<file path="config.mk">
export PLATFORM = sky130hd
export DESIGN_NAME = pric_top
export DESIGN_NICKNAME = d
export VERILOG_FILES = /design/src/common/pric_pkg.sv /design/src/common/pric_arb_if.sv /design/src/core/pric_arb.sv /design/src/core/pric_top.sv
export SDC_FILE = /design/constraint.sdc
export NUM_CORES = 1
export LEC_CHECK = 0
export ABC_AREA = 1
export BUFFER_PORTS_ARGS = -buffer_cell sky130_fd_sc_hd__buf_4
export CAP_MARGIN = 25
export CORE_UTILIZATION = 55
export CTS_BUF_LIST = sky130_fd_sc_hd__clkbuf_4
export DETAILED_ROUTE_END_ITERATION = 12
export HOLD_SLACK_MARGIN = 0.03
export PLACE_DENSITY = 0.77
export RECOVER_POWER = 50
export SETUP_SLACK_MARGIN = 0.1
export SYNTH_ARGS = -nofsm -noshare
export SYNTH_HDL_FRONTEND = slang
export SYNTH_SLANG_ARGS = --single-unit
</file>
<file path="constraint.sdc">
create_clock -name SYS_CLK_IN -period 7.05 [get_ports SYS_CLK_IN]
set_input_delay 1.41 -clock SYS_CLK_IN [delete_from_list [all_inputs] [get_ports SYS_CLK_IN]]
set_output_delay 1.41 -clock SYS_CLK_IN [all_outputs]
set_load 0.03 [all_outputs]
</file>
<file path="src/common/pric_pkg.sv">
// constants and register map of the prioritized interrupt controller
package pric_pkg;
  localparam int NUM_TRAP = 4;
  localparam int NUM_USER = 4;
  localparam int NUM_CAND = 8;
  localparam int LVL_W = 4;
  localparam int PRIO_W = 3;
  localparam int VEC_W = 7;
  localparam int IDX_W = 3;
  localparam int SP_W = 5;
  localparam int STACK_DEPTH = 16;
  localparam int DIS_W = 14;
  localparam int ADDR_W = 8;
  localparam int DATA_W = 32;
  localparam int NUM_EV = 4;

  localparam logic [ADDR_W-1:0] OFF_CTRL1 = 8'h00;
  localparam logic [ADDR_W-1:0] OFF_FLAGS = 8'h04;
  localparam logic [ADDR_W-1:0] OFF_ENABLE = 8'h08;
  localparam logic [ADDR_W-1:0] OFF_UERR_PRIO = 8'h0C;
  localparam logic [ADDR_W-1:0] OFF_PRIO = 8'h10;
  localparam logic [ADDR_W-1:0] OFF_LVLVEC = 8'h14;
  localparam logic [ADDR_W-1:0] OFF_CPU = 8'h18;
  localparam logic [ADDR_W-1:0] OFF_DIS = 8'h1C;
  localparam logic [ADDR_W-1:0] OFF_ISTAT = 8'h20;
  localparam logic [ADDR_W-1:0] OFF_IMASK = 8'h24;

  localparam int NEST_DIS_BIT = 15;
  localparam int TRAP_LSB = 1;
  localparam int LVL_LSB = 8;
  localparam int VEC_LSB = 0;
  // field position of each user priority; source 0 sits alone in its reg
  localparam int PRIO_LSB [NUM_USER] = '{4, 12, 8, 4};

  localparam logic [PRIO_W-1:0] PRIO_RESET = 3'h4;
  localparam logic [PRIO_W-1:0] PRIO_OFF = 3'h0;
  localparam logic [PRIO_W-1:0] PRIO_TOP = 3'h7;
  localparam logic [LVL_W-1:0] LVL_USER_TOP = 4'h7;
  localparam logic [LVL_W-1:0] LVL_ZERO = 4'h0;
  localparam logic [LVL_W-1:0] TRAP_LVL_BASE = 4'h8;

  localparam int EV_ACCEPT = 0;
  localparam int EV_TRAP = 1;
  localparam int EV_OVERFLOW = 2;
  localparam int EV_UNDERFLOW = 3;
endpackage

</file>
<file path="src/common/pric_arb_if.sv">
// candidate requests and the arbitration winner
interface pric_arb_if;
  import pric_pkg::*;
  logic [NUM_CAND-1:0] eligible;
  logic [LVL_W-1:0] level [NUM_CAND];
  logic win_valid;
  logic [IDX_W-1:0] win_idx;
  logic [LVL_W-1:0] win_level;
  modport arb (input eligible, input level,
    output win_valid, output win_idx, output win_level);
  modport ctl (output eligible, output level,
    input win_valid, input win_idx, input win_level);
endinterface

</file>
<file path="src/core/pric_arb.sv">
// highest level eligible candidate, lowest index on a tie
module pric_arb
  import pric_pkg::*;
(
  pric_arb_if.arb arb
);
  always_comb begin
    arb.win_valid = 1'b0;
    arb.win_idx = '0;
    arb.win_level = LVL_ZERO;
    // scanning downward with >= leaves the lowest index among equals
    for (int i = NUM_CAND - 1; i >= 0; i--) begin
      if (arb.eligible[i] &&
          (!arb.win_valid || arb.level[i] >= arb.win_level)) begin
        arb.win_valid = 1'b1;
        arb.win_idx = IDX_W'(i);
        arb.win_level = arb.level[i];
      end
    end
  end
endmodule

</file>
<file path="src/core/pric_top.sv">
// prioritized interrupt controller with apb registers and core handshake
//
// Decided for this implementation: the register addresses and the APB slave port.
module pric_top
  import pric_pkg::*;
(
  input wire logic SYS_CLK_IN,
  input wire logic SRST_IN,
  input wire logic PSEL_IN,
  input wire logic PENABLE_IN,
  input wire logic PWRITE_IN,
  input wire logic [pric_pkg::ADDR_W-1:0] PADDR_IN,
  input wire logic [pric_pkg::DATA_W-1:0] PWDATA_IN,
  output logic [pric_pkg::DATA_W-1:0] PRDATA_OUT,
  output logic PREADY_OUT,
  output logic PSLVERR_OUT,
  input wire logic [pric_pkg::NUM_USER-1:0] SRC_EVENT_IN,
  input wire logic [pric_pkg::NUM_TRAP-1:0] TRAP_EVENT_IN,
  input wire logic IRQ_ACK_IN,
  input wire logic IRQ_RETURN_IN,
  input wire logic TIMED_DISABLE_IN,
  input wire logic [pric_pkg::DIS_W-1:0] TIMED_DISABLE_CYCLES_IN,
  output logic CORE_REQ_OUT,
  output logic [pric_pkg::LVL_W-1:0] CORE_NEW_LEVEL_OUT,
  output logic [pric_pkg::VEC_W-1:0] CORE_VECTOR_OUT,
  output logic [pric_pkg::LVL_W-1:0] CPU_LEVEL_OUT,
  output logic IRQ_OUT
);
  import pric_pkg::*;

  logic nesting_disable;
  logic [NUM_TRAP-1:0] trap_flag;
  logic [NUM_USER-1:0] user_flag;
  logic [NUM_USER-1:0] user_enable;
  logic [PRIO_W-1:0] user_prio [NUM_USER];
  logic [LVL_W-1:0] cpu_level;
  logic [LVL_W-1:0] level_stack [STACK_DEPTH];
  logic [SP_W-1:0] sp;
  logic [DIS_W-1:0] dis_count;
  logic [NUM_EV-1:0] istat;
  logic [NUM_EV-1:0] imask;
  logic [IDX_W-1:0] pend_idx;
  logic [DATA_W-1:0] rd_data;
  logic rd_err;
  logic wr_fire;
  logic ack_fire;
  logic ret_fire;
  logic push_ok;
  logic pop_ok;
  logic dis_active;
  logic [NUM_EV-1:0] ev;
  logic [LVL_W-1:0] next_level;

  pric_arb_if arb_bus ();

  // the winner is combinational; the request flop adds the only delay
  pric_arb u_arb (
    .arb(arb_bus.arb)
  );

  // one wait state: pready rises in the second access cycle
  assign wr_fire = PSEL_IN & PENABLE_IN & PWRITE_IN & PREADY_OUT;
  assign ack_fire = IRQ_ACK_IN & CORE_REQ_OUT;
  assign ret_fire = IRQ_RETURN_IN;
  assign push_ok = (sp != SP_W'(STACK_DEPTH));
  assign pop_ok = (sp != '0);
  assign dis_active = (dis_count != '0);

  function automatic logic wr_at(input logic [ADDR_W-1:0] off);
    return wr_fire && (PADDR_IN == off);
  endfunction

  // candidate table: traps at indices 0..3, user sources after them
  always_comb begin
    for (int t = 0; t < NUM_TRAP; t++) begin
      arb_bus.level[t] = TRAP_LVL_BASE + LVL_W'(t);
      // traps ignore enables and timed disable
      arb_bus.eligible[t] = trap_flag[t] &&
        (arb_bus.level[t] > cpu_level);
    end
    for (int u = 0; u < NUM_USER; u++) begin
      arb_bus.level[NUM_TRAP+u] = {1'b0, user_prio[u]};
      arb_bus.eligible[NUM_TRAP+u] = user_flag[u] &&
        user_enable[u] &&
        (user_prio[u] != PRIO_OFF) &&
        ({1'b0, user_prio[u]} > cpu_level) &&
        !(dis_active && user_prio[u] != PRIO_TOP);
    end
  end

  // registered presentation to the core
  always_ff @(posedge SYS_CLK_IN) begin
    if (SRST_IN) begin
      CORE_REQ_OUT <= 1'b0;
      CORE_NEW_LEVEL_OUT <= LVL_ZERO;
      CORE_VECTOR_OUT <= '0;
      pend_idx <= '0;
    end else begin
      // drop the request for a cycle after ack so the raised level settles
      CORE_REQ_OUT <= arb_bus.win_valid & ~ack_fire;
      if (arb_bus.win_valid) begin
        CORE_NEW_LEVEL_OUT <= arb_bus.win_level;
        CORE_VECTOR_OUT <= VEC_W'(arb_bus.win_idx);
        pend_idx <= arb_bus.win_idx;
      end else begin
        CORE_NEW_LEVEL_OUT <= cpu_level;
        CORE_VECTOR_OUT <= '0;
      end
    end
  end

  // level raised on accept; nesting disable pins user service at seven
  always_comb begin
    next_level = CORE_NEW_LEVEL_OUT;
    // traps keep nesting above seven even with nesting disabled
    if (nesting_disable && (pend_idx >= IDX_W'(NUM_TRAP))) begin
      next_level = LVL_USER_TOP;
    end
  end

  // cpu level and the stack of interrupted levels
  always_ff @(posedge SYS_CLK_IN) begin
    if (SRST_IN) begin
      cpu_level <= LVL_ZERO;
      sp <= '0;
      for (int i = 0; i < STACK_DEPTH; i++) begin
        level_stack[i] <= LVL_ZERO;
      end
    end else if (ack_fire) begin
      // a full stack keeps the level raised but loses the way back
      if (push_ok) begin
        level_stack[sp[SP_W-2:0]] <= cpu_level;
        sp <= sp + SP_W'(1);
      end
      cpu_level <= next_level;
    end else if (ret_fire) begin
      if (pop_ok) begin
        cpu_level <= level_stack[sp[SP_W-2:0] - 4'h1];
        sp <= sp - SP_W'(1);
      end else begin
        cpu_level <= LVL_ZERO;
      end
    end else if (wr_at(OFF_CPU)) begin
      // only user levels are writable, so no write can mask a trap
      cpu_level <= {1'b0, PWDATA_IN[PRIO_W-1:0]};
    end
  end

  // timed disable counter; a new instruction reloads it
  // the count is in clock cycles; traps never look at it
  always_ff @(posedge SYS_CLK_IN) begin
    if (SRST_IN) begin
      dis_count <= '0;
    end else if (TIMED_DISABLE_IN) begin
      dis_count <= TIMED_DISABLE_CYCLES_IN;
    end else if (dis_active) begin
      dis_count <= dis_count - DIS_W'(1);
    end
  end

  // sticky source and trap flags, an arriving event beats the clear
  always_ff @(posedge SYS_CLK_IN) begin
    if (SRST_IN) begin
      user_flag <= '0;
      trap_flag <= '0;
    end else begin
      // accept leaves the flag alone so an uncleared one fires again
      if (wr_at(OFF_FLAGS)) begin
        user_flag <= (user_flag & ~PWDATA_IN[NUM_USER-1:0]) |
          SRC_EVENT_IN;
      end else begin
        user_flag <= user_flag | SRC_EVENT_IN;
      end
      if (wr_at(OFF_CTRL1)) begin
        trap_flag <= (trap_flag &
          ~PWDATA_IN[TRAP_LSB+NUM_TRAP-1:TRAP_LSB]) |
          TRAP_EVENT_IN;
      end else begin
        trap_flag <= trap_flag | TRAP_EVENT_IN;
      end
    end
  end

  // configuration registers
  always_ff @(posedge SYS_CLK_IN) begin
    if (SRST_IN) begin
      nesting_disable <= 1'b0;
      user_enable <= '0;
      imask <= '0;
      for (int u = 0; u < NUM_USER; u++) begin
        user_prio[u] <= PRIO_RESET;
      end
    end else begin
      if (wr_at(OFF_CTRL1)) begin
        nesting_disable <= PWDATA_IN[NEST_DIS_BIT];
      end
      if (wr_at(OFF_ENABLE)) begin
        user_enable <= PWDATA_IN[NUM_USER-1:0];
      end
      if (wr_at(OFF_IMASK)) begin
        imask <= PWDATA_IN[NUM_EV-1:0];
      end
      if (wr_at(OFF_UERR_PRIO)) begin
        user_prio[0] <= PWDATA_IN[PRIO_LSB[0] +: PRIO_W];
      end
      if (wr_at(OFF_PRIO)) begin
        for (int u = 1; u < NUM_USER; u++) begin
          user_prio[u] <= PWDATA_IN[PRIO_LSB[u] +: PRIO_W];
        end
      end
    end
  end

  // controller events for the local interrupt line
  always_comb begin
    ev = '0;
    ev[EV_ACCEPT] = ack_fire;
    ev[EV_TRAP] = ack_fire && (pend_idx < IDX_W'(NUM_TRAP));
    ev[EV_OVERFLOW] = ack_fire && !push_ok;
    // a return lost to a same-cycle accept is not an underflow
    ev[EV_UNDERFLOW] = ret_fire && !ack_fire && !pop_ok;
  end

  always_ff @(posedge SYS_CLK_IN) begin
    if (SRST_IN) begin
      istat <= '0;
      IRQ_OUT <= 1'b0;
    end else begin
      if (wr_at(OFF_ISTAT)) begin
        istat <= (istat & ~PWDATA_IN[NUM_EV-1:0]) | ev;
      end else begin
        istat <= istat | ev;
      end
      // a flop stage keeps the output registered, one cycle late
      IRQ_OUT <= |(istat & imask);
    end
  end

  assign CPU_LEVEL_OUT = cpu_level;

  // read mux; unused positions stay zero
  always_comb begin
    rd_data = '0;
    rd_err = 1'b0;
    case (PADDR_IN)
      OFF_CTRL1: begin
        rd_data[NEST_DIS_BIT] = nesting_disable;
        rd_data[TRAP_LSB +: NUM_TRAP] = trap_flag;
      end
      OFF_FLAGS: rd_data[NUM_USER-1:0] = user_flag;
      OFF_ENABLE: rd_data[NUM_USER-1:0] = user_enable;
      OFF_UERR_PRIO: rd_data[PRIO_LSB[0] +: PRIO_W] = user_prio[0];
      OFF_PRIO: begin
        for (int u = 1; u < NUM_USER; u++) begin
          rd_data[PRIO_LSB[u] +: PRIO_W] = user_prio[u];
        end
      end
      OFF_LVLVEC: begin
        rd_data[LVL_LSB +: LVL_W] = CORE_NEW_LEVEL_OUT;
        rd_data[VEC_LSB +: VEC_W] = CORE_VECTOR_OUT;
      end
      OFF_CPU: rd_data[LVL_W-1:0] = cpu_level;
      OFF_DIS: rd_data[DIS_W-1:0] = dis_count;
      OFF_ISTAT: rd_data[NUM_EV-1:0] = istat;
      OFF_IMASK: rd_data[NUM_EV-1:0] = imask;
      // unmapped offsets answer with an error and zero data
      default: rd_err = 1'b1;
    endcase
  end

  // apb answer registered in the first access cycle
  always_ff @(posedge SYS_CLK_IN) begin
    if (SRST_IN) begin
      PREADY_OUT <= 1'b0;
      PRDATA_OUT <= '0;
      PSLVERR_OUT <= 1'b0;
    // pready falls after one cycle, so a held access is answered again every second cycle
    end else if (PSEL_IN && PENABLE_IN && !PREADY_OUT) begin
      PREADY_OUT <= 1'b1;
      PRDATA_OUT <= PWRITE_IN ? '0 : rd_data;
      PSLVERR_OUT <= rd_err;
    end else begin
      PREADY_OUT <= 1'b0;
      PSLVERR_OUT <= 1'b0;
    end
  end
endmodule

</file>
Word level (Yosys, flattened, before mapping)
Memory sizes are Yosys's and may differ from the RTL's. Index checks and enable logic that the tools add are counted.

$add $sub $neg: 4. Magnitude comparators: 17. Eq/ne operators: 15. Multiplexer cells: 71. Bitwise gates (word level): 24. Reduce and logical (&&, ||, !) cells: 85.

Operators with widths (count): $mux 4 (15); $mux 3 (16); $logic_and 1x1->1 (46); $eq 8x5->1 const B (4); $mux 14 (2); $mux 1 (26); $or 4x4->4 (6); $pmux 3 s8 (1); $mux 5 (4); $and 4x4->4 (4); $eq 8x4->1 const B (2); $eq 8x6->1 const B (2); $gt 3x4->1 (4); $gt 4x4->1 const A (4); $mux 16 (1); $logic_not 1->1 (15); $reduce_bool 3->1 (5); $reduce_bool 14->1 (1); $sub 14x1->14 const B (1); $ge 4x4->1 const A (3); $ne 3x3->1 const B (4); $reduce_or 10->1 (1); $ge 3x3->1 (3); $pmux 3 s3 (1); 25 further kinds (45).

Bits in registers: 94. Memory bits (writable): 76. Bits of input ports: 70. Output and inout port bits: 51. Memories: 2.

Memories: level_stack (words 16, width 4, read ports 1, clocked after Yosys merged registers in 0, write ports 16, line pric_top.sv:37) `logic [LVL_W-1:0] level_stack [STACK_DEPTH];`; user_prio (words 4, width 3, read ports 4, clocked after Yosys merged registers in 0, write ports 4, line pric_top.sv:35) `logic [PRIO_W-1:0] user_prio [NUM_USER];`.

Logic depth before layout (Yosys ltp)
Gate-level depths: netlist of the first run. An unclocked memory read counts as a cell.

Depth in word-level cells: 36. Depth in mapped cells: 40.

Modules after synthesis
From an unflattened synthesis of the first run, not the netlist that was laid out.

Cell total of the unflattened synthesis: 1243. Area, all modules: 9192.6 µm².

By module, submodules not included: pric_top (times used 1, cells an instance 1023, area each 7961.4 µm², seq. area each 3723.6 µm²); pric_arb (times used 1, cells an instance 220, area each 1231.2 µm², seq. area each 0.0 µm²).

Least setup slack after synthesis of the first run
Ideal clock, no wire load.

Path type: register to register. Start: register cpu_level[1] (netlist: CPU_LEVEL_OUT[1]). End: register CORE_NEW_LEVEL_OUT[2] in the netlist's numbering. Setup time: 0.113 ns. Arrival: 4.851 ns. Path slack: 2.087 ns. Stages on the path, launching flop included: 36. Buffers on the path: 1. Clock period less this slack: 4.963 ns. Cell sequence: dfxtp_1 > clkinv_1 > clkbuf_1 > ha_1 > nand3_1 > nand3_1 > nor2_1 > nand2_2 > inv_1 > nand2_1 > ha_1 > a21oi_1 > o21ai_0 > nor2_1 > nand3_1 > nand2_1 > nand2_1 > nand2_1 > inv_1 > ha_1 > o21ai_0 > nand2_1 > a21oi_1 > nand2_1 > nand2_2 > nand2_1 > and2_1 > ha_1 > o21ai_0 > nand2_1 > a21oi_1 > nand2_1 > nand2_1 > nand3_1 > nand2_1 > nand2_1.

Cells in the longest elaborated chain, start to end: 33.

Ends and longest elaborated chain: from (decl) (line pric_top.sv:36) `logic [LVL_W-1:0] cpu_level;`; from (signal assigned) (line pric_top.sv:135) `cpu_level <= next_level;`; from (signal assigned) (line pric_top.sv:138) `cpu_level <= level_stack[sp[SP_W-2:0] - 4'h1];`; from (signal assigned) (line pric_top.sv:145) `cpu_level <= {1'b0, PWDATA_IN[PRIO_W-1:0]};`; $gt 3x4->1 (line pric_top.sv:86) `({1'b0, user_prio[u]} > cpu_level) &&`; $logic_and 1x1->1 (line pric_top.sv:85) `(user_prio[u] != PRIO_OFF) &&`; $logic_and 1x1->1 (line pric_top.sv:86); $mux 3 or $mux 1 (tied branches) (line pric_arb.sv:13) `if (arb.eligible[i] &&`; $ge 3x3->1 or $logic_not 1->1 (tied branches) (line pric_arb.sv:14) `(!arb.win_valid || arb.level[i] >= arb.win_level)) begin`; $logic_or 1x1->1 (line pric_arb.sv:14); $logic_and 1x1->1 (line pric_arb.sv:13); $mux 3 or $mux 1 (tied branches) (line pric_arb.sv:13); (+17 left out); $logic_or 1x1->1 (line pric_arb.sv:14); $logic_and 1x1->1 (line pric_arb.sv:13); $mux 4 or $mux 1 (tied branches) (line pric_arb.sv:13); $ge 4x4->1 or $logic_not 1->1 (tied branches) (line pric_arb.sv:14); $logic_or 1x1->1 (line pric_arb.sv:14); $logic_and 1x1->1 (line pric_arb.sv:13); $mux 4 or $mux 1 (tied branches) (line pric_arb.sv:13); $mux 4 * (line pric_top.sv:101) `if (arb_bus.win_valid) begin`; to (signal assigned) (line pric_top.sv:102) `CORE_NEW_LEVEL_OUT <= arb_bus.win_level;`; to (signal assigned) (line pric_top.sv:106) `CORE_NEW_LEVEL_OUT <= cpu_level;`; to (decl) (line pric_top.sv:24) `output logic [pric_pkg::LVL_W-1:0] CORE_NEW_LEVEL_OUT,`.

Mark *: on every way between the ends. The rest lies on a longest branch, timed or not. A chain may end at the register's enable or synchronous reset.

Worst setup path in the final report of the first run
Start: register cpu_level[2] (netlist: CPU_LEVEL_OUT[2]). End: register CORE_NEW_LEVEL_OUT[1] in the netlist's numbering.

Same word-level chain as after synthesis.

==> results of run 1 <==
==> area by class of cell <==
class                           count  area, um^2  area share (%)
Tap cell                          184       230.2           2.532
Inverter                          135       506.7           5.572
Timing Repair Buffer               85       521.8           5.737
Sequential cell                   148        3724           40.95
Multi-Input combinational cell    743        3790           41.68
Antenna cell                        2       5.005         0.05504
Clock buffer                       17       127.6           1.403
Clock inverter                     15       188.9           2.078
==> worst max-delay path: cells and delay by family (launching register included) <==
family / cells / cell delay [ps]
flops: 1 / 400
simple gates: 22 / 2210
compound gates: 6 / 850
fa+ha+maj: 4 / 1160
buf+inv: 3 / 610
==> synth_stat cells (all sizes together) (6+ instances only) <==
cell type    n  area (um^2)
xor2        13        113.9
buf         26        187.7
a31oi        6        37.54
edfxtp      76         2282
o22ai       14        87.58
ha          31        387.9
nand2      230        893.3
nor3        13        120.1
inv        129        484.2
clkbuf      23        86.33
clkinv       6        22.52
nand3       91        465.5
nor2       156        613.1
o21ai       41        205.2
dfxtp       72         1441
a21oi       79        399.1
a22oi       12        90.09
==> sequential cells by signal, indices dropped and copies added, names as in the netlist, 5 cells and up <==
register and flops:
PRDATA_OUT 16, dis_count 14, level_stack 64, sp 5, user_prio 12
==> layout by cell type, fill, tap and decap left out, types with 6 or more instances in the layout <==
master and count:
nor2_2 6, a21oi_1 78, o22ai_1 14, o21ai_0 37
edfxtp_1 76, ha_1 31, nand3_1 89, inv_2 11
clkbuf_1 31, nor3_1 7, buf_4 54, nand2_2 9
conb_1 20, inv_1 117, dfxtp_1 72, clkbuf_4 17
a22oi_1 12, nor2_1 149, nand2_1 220, xor2_1 13
clkinv_1 9, a31oi_1 6
==> final timing paths <==
kind	start	end	slack [ps]	depth (start not counted)
setup / recovery	CPU_LEVEL_OUT[2]$_SDFFE_PP0P_	CORE_NEW_LEVEL_OUT[1]$_SDFF_PP0_	1760	35
hold / removal	PRDATA_OUT[10]$_SDFFE_PP0P_	PRDATA_OUT[10]$_SDFFE_PP0P_	470	2
setup reg to reg	CPU_LEVEL_OUT[2]$_SDFFE_PP0P_	CORE_NEW_LEVEL_OUT[1]$_SDFF_PP0_	1760	35
hold reg to reg	PRDATA_OUT[10]$_SDFFE_PP0P_	PRDATA_OUT[10]$_SDFFE_PP0P_	470	2
==> power groups by stage <==
stage / registers [uW] / logic (uW) / clock network [uW]
2_1_floorplan: 1050 / 614 / 0
3_3_place_gp: 1040 / 840 / 0
3_5_place_dp: 1050 / 854 / 0
4_1_cts: 1030 / 857 / 584
5_1_grt: 1040 / 955 / 623
6_report: 1030 / 857 / 582
==> kinds of logic after synthesis <==
| group | count (synthesis) | synth area share (%) |
|---|---|---|
| compound gates | 171 | 11.90 |
| other cells | 1 | 0.04554 |
| fa+ha+maj | 32 | 4.954 |
| xor+xnor | 16 | 1.793 |
| mux | 1 | 0.1216 |
| simple gates | 503 | 26.49 |
| buf+inv | 184 | 9.482 |
| flops | 148 | 45.22 |
==> metrics by stage <==
stage / hold slack, ps / power [uW] / setup WS (ps) / utilization [%]
CTS: 474.8 / 2468 / 1815 / 63.17
detailed placement: 456.8 / 1899 / 1865 / 61.00
global route: 496.1 / 2614 / 1177 / 62.33
global placement: 453.1 / 1883 / 1943 / 61.00
floorplan: 439.1 / 1664 / 2087 / -
finish: 472.5 / 2468 / 1758 / 62.33
==> metal layers <==
| layer | wire length (um) | share of wire, % |
|---|---|---|
| met5 | 0 | 0 |
| met4 | 440 | 2.1 |
| met3 | 1753 | 8.5 |
| met2 | 9154 | 44 |
| met1 | 9336 | 45 |
==> results.yml, run 1 <==
setup_path:
  path_common_cell: "nand2_1"
  start_kind: "flop"
  cp_data_arrival_time_ps: 5800
  crit_fanout: 22
  critPathKind: "flop to flop"
  max_stage_delay_ps: 440
  cp_slowest_cell: "inv_2"
  worst_setup_path_end_kind: "flop"
  cp_data_required_time_ps: 7560
layout:
  syn2layout_area_growth_pct: 10.44
  nets: 1232
  fin_cells: 1329
  drive_gt1_share_pct: 10.76
  num-fill-cells: 1344
  postLayoutCellArea_um2: 9094
clock_tree:
  worstSkewPairLatency_ps: 560
  clock_path_buffers: 2
  ctsResizeCount: 0
  numCtsBuffers: 17
  clkSlewWorstSetupHoldPaths_ps: 120
  root_buffer: "clkbuf_4"
  ctsHtreeMaxLevel: 4
  post-cts-setup-buffer-count: 0
  hold_buffers: 0
  cts_tree: "yes"
  clkSinkCount: 148
grt:
  met1_usage_pct: 38.66
  gr-usage-all-layers_pct: 27.48
  grt_start_max_net_pins: 47
  top_usage_layer: "met2"
  grt_antenna_before_repair: 1
  grt_pass1_wl_um: 33720
  grtUsageMet2_pct: 41.47
  grt_remaining_overflow: 0
  grt_pass1_vias: 6726
  met3_usage_pct: 6.916
die:
  fp.coreArea_um2: 14590
  ioPinCount: 121
  die_area_um2: 15460
  start_util_pct: 56.44
  chipWidth_um: 124.4
  rows: 44
  chipHeight_um: 124.4
pwr:
  p_leak_uw: 0.003907
  vdd_drop_max_v: 0.0001569
  pwr-share-clk_pct: 23.6
  pwr-share-comb_pct: 34.7
  p_int_uw: 1509
  power_density_nw_per_um2: 271.4
  seqPwrFrac_pct: 41.7
  netSwitchingFraction_pct: 38.87
  power_switching_uw: 959.3
run_status:
  status: "finished, violations left"
  violations: "capacitance limit, slew limit"
sta:
  period_minus_slack_ps: 5292
  tns_ps: 0
  clock.fmax_mhz: 189.0
  grt_setup_unrepaired: "false"
  slew_headroom_pct: -51.28
  finalSetupViolations: 0
  worst_pin_slew_ps: 2269
  finClkSkew_ps: 26.30
  slew_viol_final: 90
  period_share_pct: 75.06
  finalHoldViolations: 0
drt:
  ant_nets: 0
  via_count: 7375
  routedWlPerCell_um: 15.56
  drc_errors: 0
  vias_per_cell: 5.549
  drtIter0Drc: 725
  wirelength_um: 20690
  drtPass1Iterations: 6
placement:
  place_inst: 1295
  gp_congestion: 0.9439
  io_buffers: 82
  place_area_um2: 8900
  detailed_place_hpwl_um: 15030
logic_synthesis:
  synth-edff-count: 76
  ys_types: 55
  postSynthAreaPerCell_um2: 7.797
  synth-seq-area-share_pct: 45.22
  async_reset_ff_share_pct: 0
  synth_seq_cells: 148
  yosysWarnings: 0
  synth_ff_type: "edfxtp_1"
  synth_area_um2: 8234
  synthCells: 1056
hold_path:
  hp-class: "flop to flop"
run:
  maxCapViolations: 2
(Power assumes the default switching activity.)
==> run 2: changes to the inputs <==
Settings changed: ABC_AREA 1 to 0, CORE_UTILIZATION 55 to 54, PLACE_DENSITY 0.77 to 0.79.
Clock period 7.05 ns to 4.3 ns, I/O delays scaled along.
==> results.yml, run 2 <==
run_status:
  status: "finished, violations left"
  violations: "setup timing"
pwr:
  p_total_uw: 4251
  vdd_drop_max_v: 0.0002356
  power_density_nw_per_um2: 442.2
  p_leak_uw: 0.004125
logic_synthesis:
  postSynthAreaPerCell_um2: 9.888
  ys_types: 66
  synth_seq_cells: 148
  synth_area_leaders: "edfxtp_1 (28%), dfxtp_1 (18%), and3_1 (5.6%)"
  synthTopCellsByCount: "nor2_1 (91), edfxtp_1 (76), and3_1 (72), dfxtp_1 (72), a21oi_1 (64)"
  yosysMostFrequentCell: "nor2_1"
  synthCells: 814
  yosysWarnings: 0
  synth_top_area_cell: "edfxtp_1"
  synth-seq-area-share_pct: 46.26
  yosys.area.top_type_share_pct: 28.35
  synth_ff_type: "edfxtp_1"
  synth_area_um2: 8049
  synth-edff-count: 76
  async_reset_ff_share_pct: 0
clock_tree:
  worstSkewPairLatency_ps: 590
  clkSlewWorstSetupHoldPaths_ps: 140
  numCtsBuffers: 17
  hold_buffers: 0
  root_buffer: "clkbuf_4"
  cts_tree: "yes"
  ctsHtreeMaxLevel: 4
  clock_path_buffers: 2
  clkSinkCount: 148
setup_path:
  r2r_start: "user_prio[3][1]$_SDFFCE_PN0P_"
  start_kind: "flop"
  reg2reg_slack_ps: -920
  worst_setup_path_end_kind: "flop"
  cp_data_required_time_ps: 4830
  crit_fanout: 4
  reg2regPathDepth: 27
  critPathKind: "flop to flop"
  worstSetupStartpoint: "user_prio[3][1]$_SDFFCE_PN0P_"
  cp_data_arrival_time_ps: 5760
  r2r-end: "CORE_VECTOR_OUT[1]$_SDFF_PP0_"
  timing.critical_path.to: "CORE_VECTOR_OUT[1]$_SDFF_PP0_"
layout:
  final_common_cell: "buf_4"
  largest_reg_flops: 64
  layout_common_cells: "buf_4 (149), nor2_1 (89), edfxtp_1 (76)"
  largestRegisters: "level_stack (64), PRDATA_OUT (16), dis_count (14)"
  postLayoutCellArea_um2: 9613
  syn2layout_area_growth_pct: 19.43
  drive_gt1_share_pct: 25.03
  num-fill-cells: 1148
  nets: 1036
  regMostFlops: "level_stack"
grt:
  grt_pass1_wl_um: 32240
  grt_remaining_overflow: 0
  gr-usage-all-layers_pct: 28.22
  grt_pass1_vias: 6420
  grt_antenna_before_repair: 1
  grt_start_max_net_pins: 56
placement:
  detailed_place_hpwl_um: 15440
  io_buffers: 82
  gp_congestion: 0.9050
  place_area_um2: 9149
  post-place-ws_ps: -835.6
drt:
  vias_per_cell: 6.132
  routedWlPerCell_um: 19.12
  drtIter0Drc: 743
  ant_nets: 0
  drc_errors: 0
  drtPass1Iterations: 8
  via_count: 6941
  wirelength_um: 21640
sta:
  worst_pin_slew_ps: 1101
  period_share_pct: 121.5
  slew_headroom_pct: 26.43
  slew_viol_final: 0
  clock.fmax_mhz: 191.4
  finClkSkew_ps: 23.79
  finalSetupViolations: 5
  finalHoldViolations: 0
  period_minus_slack_ps: 5224
  grt_setup_unrepaired: "true"
  worst_slack_ps: -924.4
hold_path:
  hp-class: "input pin to flop"
  worstHoldPathCells: 3
die:
  ioPinCount: 121
  die_area_um2: 15400
  chipWidth_um: 124.1
  start_util_pct: 55.38
  chipHeight_um: 124.1
  rows: 44
  fp.coreArea_um2: 14530
run:
  maxCapViolations: 0
[run 2: how the worst min path moves through the flow]
| stage | startpoint | to | slack (ps) |
|---|---|---|---|
| 2_1_floorplan | user_enable[3]$_SDFFE_PP0P_ | user_enable[3]$_SDFFE_PP0P_ | 440 |
| 3_3_place_gp | user_enable[0]$_SDFFE_PP0P_ | user_enable[0]$_SDFFE_PP0P_ | 460 |
| 3_5_place_dp | user_enable[0]$_SDFFE_PP0P_ | user_enable[0]$_SDFFE_PP0P_ | 470 |
| 4_1_cts | SRC_EVENT_IN[1] | user_flag[1]$_SDFF_PP0_ | 460 |
| 5_1_grt | TRAP_EVENT_IN[1] | trap_flag[1]$_SDFF_PP0_ | 460 |
| 6_report | SRC_EVENT_IN[1] | user_flag[1]$_SDFF_PP0_ | 490 |
[run 2: layout make-up]
class	instances	area (um^2)	area share [%]
flip-flops and latches	148	3731	38.81
repair buffers	151	1141	11.87
clock inverters	9	128.9	1.341
diodes	1	2.502	0.02603
multi-input cells	600	4141	43.08
well taps	184	230.2	2.395
inverters	16	65.06	0.6768
clock buffers	23	172.7	1.796
[run 2: power breakdown]
group          switching (uW)  internal (uW)  total [uW]
Sequential               99.0           1580        1680
Combinational             949            674        1620
Clock                     508            442         950
[run 2: through the flow]
stage	std cells	util (%)	hold WS [ps]	TNS, ps
final	1132	66.14	492.6	-4359
after global routing	1132	66.14	458.2	-5323
after CTS	1127	65.32	456.8	-3819
after detailed placement	1091	62.95	467.5	-3634
after global placement	1091	62.95	464.6	-2944
after floorplan	833	-	444.8	-2702
[run 2: critical path: stages (launching register included)]
cell	delay, ps
edfxtp_1	450
ha_4	250
nor2b_4	120
o21a_1	200
o221ai_2	270
nor2_1	70
ha_1	270
nand2b_4	130
a21o_1	150
a21oi_2	190
a31oi_2	140
a22o_1	250
ha_1	290
nand2b_4	140
a21o_1	160
a21oi_1	130
a21o_1	220
mux2_4	340
ha_4	210
nand2b_4	120
a21o_1	160
a21oi_2	150
nor2b_2	70
buf_4	130
buf_6	110
a31oi_4	160
nand4_1	130
a21oi_2	180
[run 2: repair_timing]
item | in CTS | in global routing
gates resized for setup | 3 | 18
buffers inserted | 4 | 5
pin swaps | 6 | 6
setup endpoints to repair | 5 | 5
[run 2: cells by family after synthesis]
logic type               after synthesis  share of synthesized area [%]
buffers and inverters                 85                          4.974
multiplexers                          27                          5.938
XOR/XNOR                              15                          1.632
adder cells (fa/ha/maj)               32                          5.068
flip-flops                           148                          46.26
AO/OA/AOI/OAI                        187                          15.51
other                                  1                        0.04659
AND/OR/NAND/NOR                      319                          20.57
[run 2: layer usage]
layer / vias to the layer above / share of wire, % / global-route usage (%)
li1: 3231 / - / -
met1: 3302 / 40 / 34.27
met2: 343 / 49 / 47.20
met3: 65 / 7.7 / 6.548
met4: 0 / 3.3 / 13.24
met5: - / 0 / 0
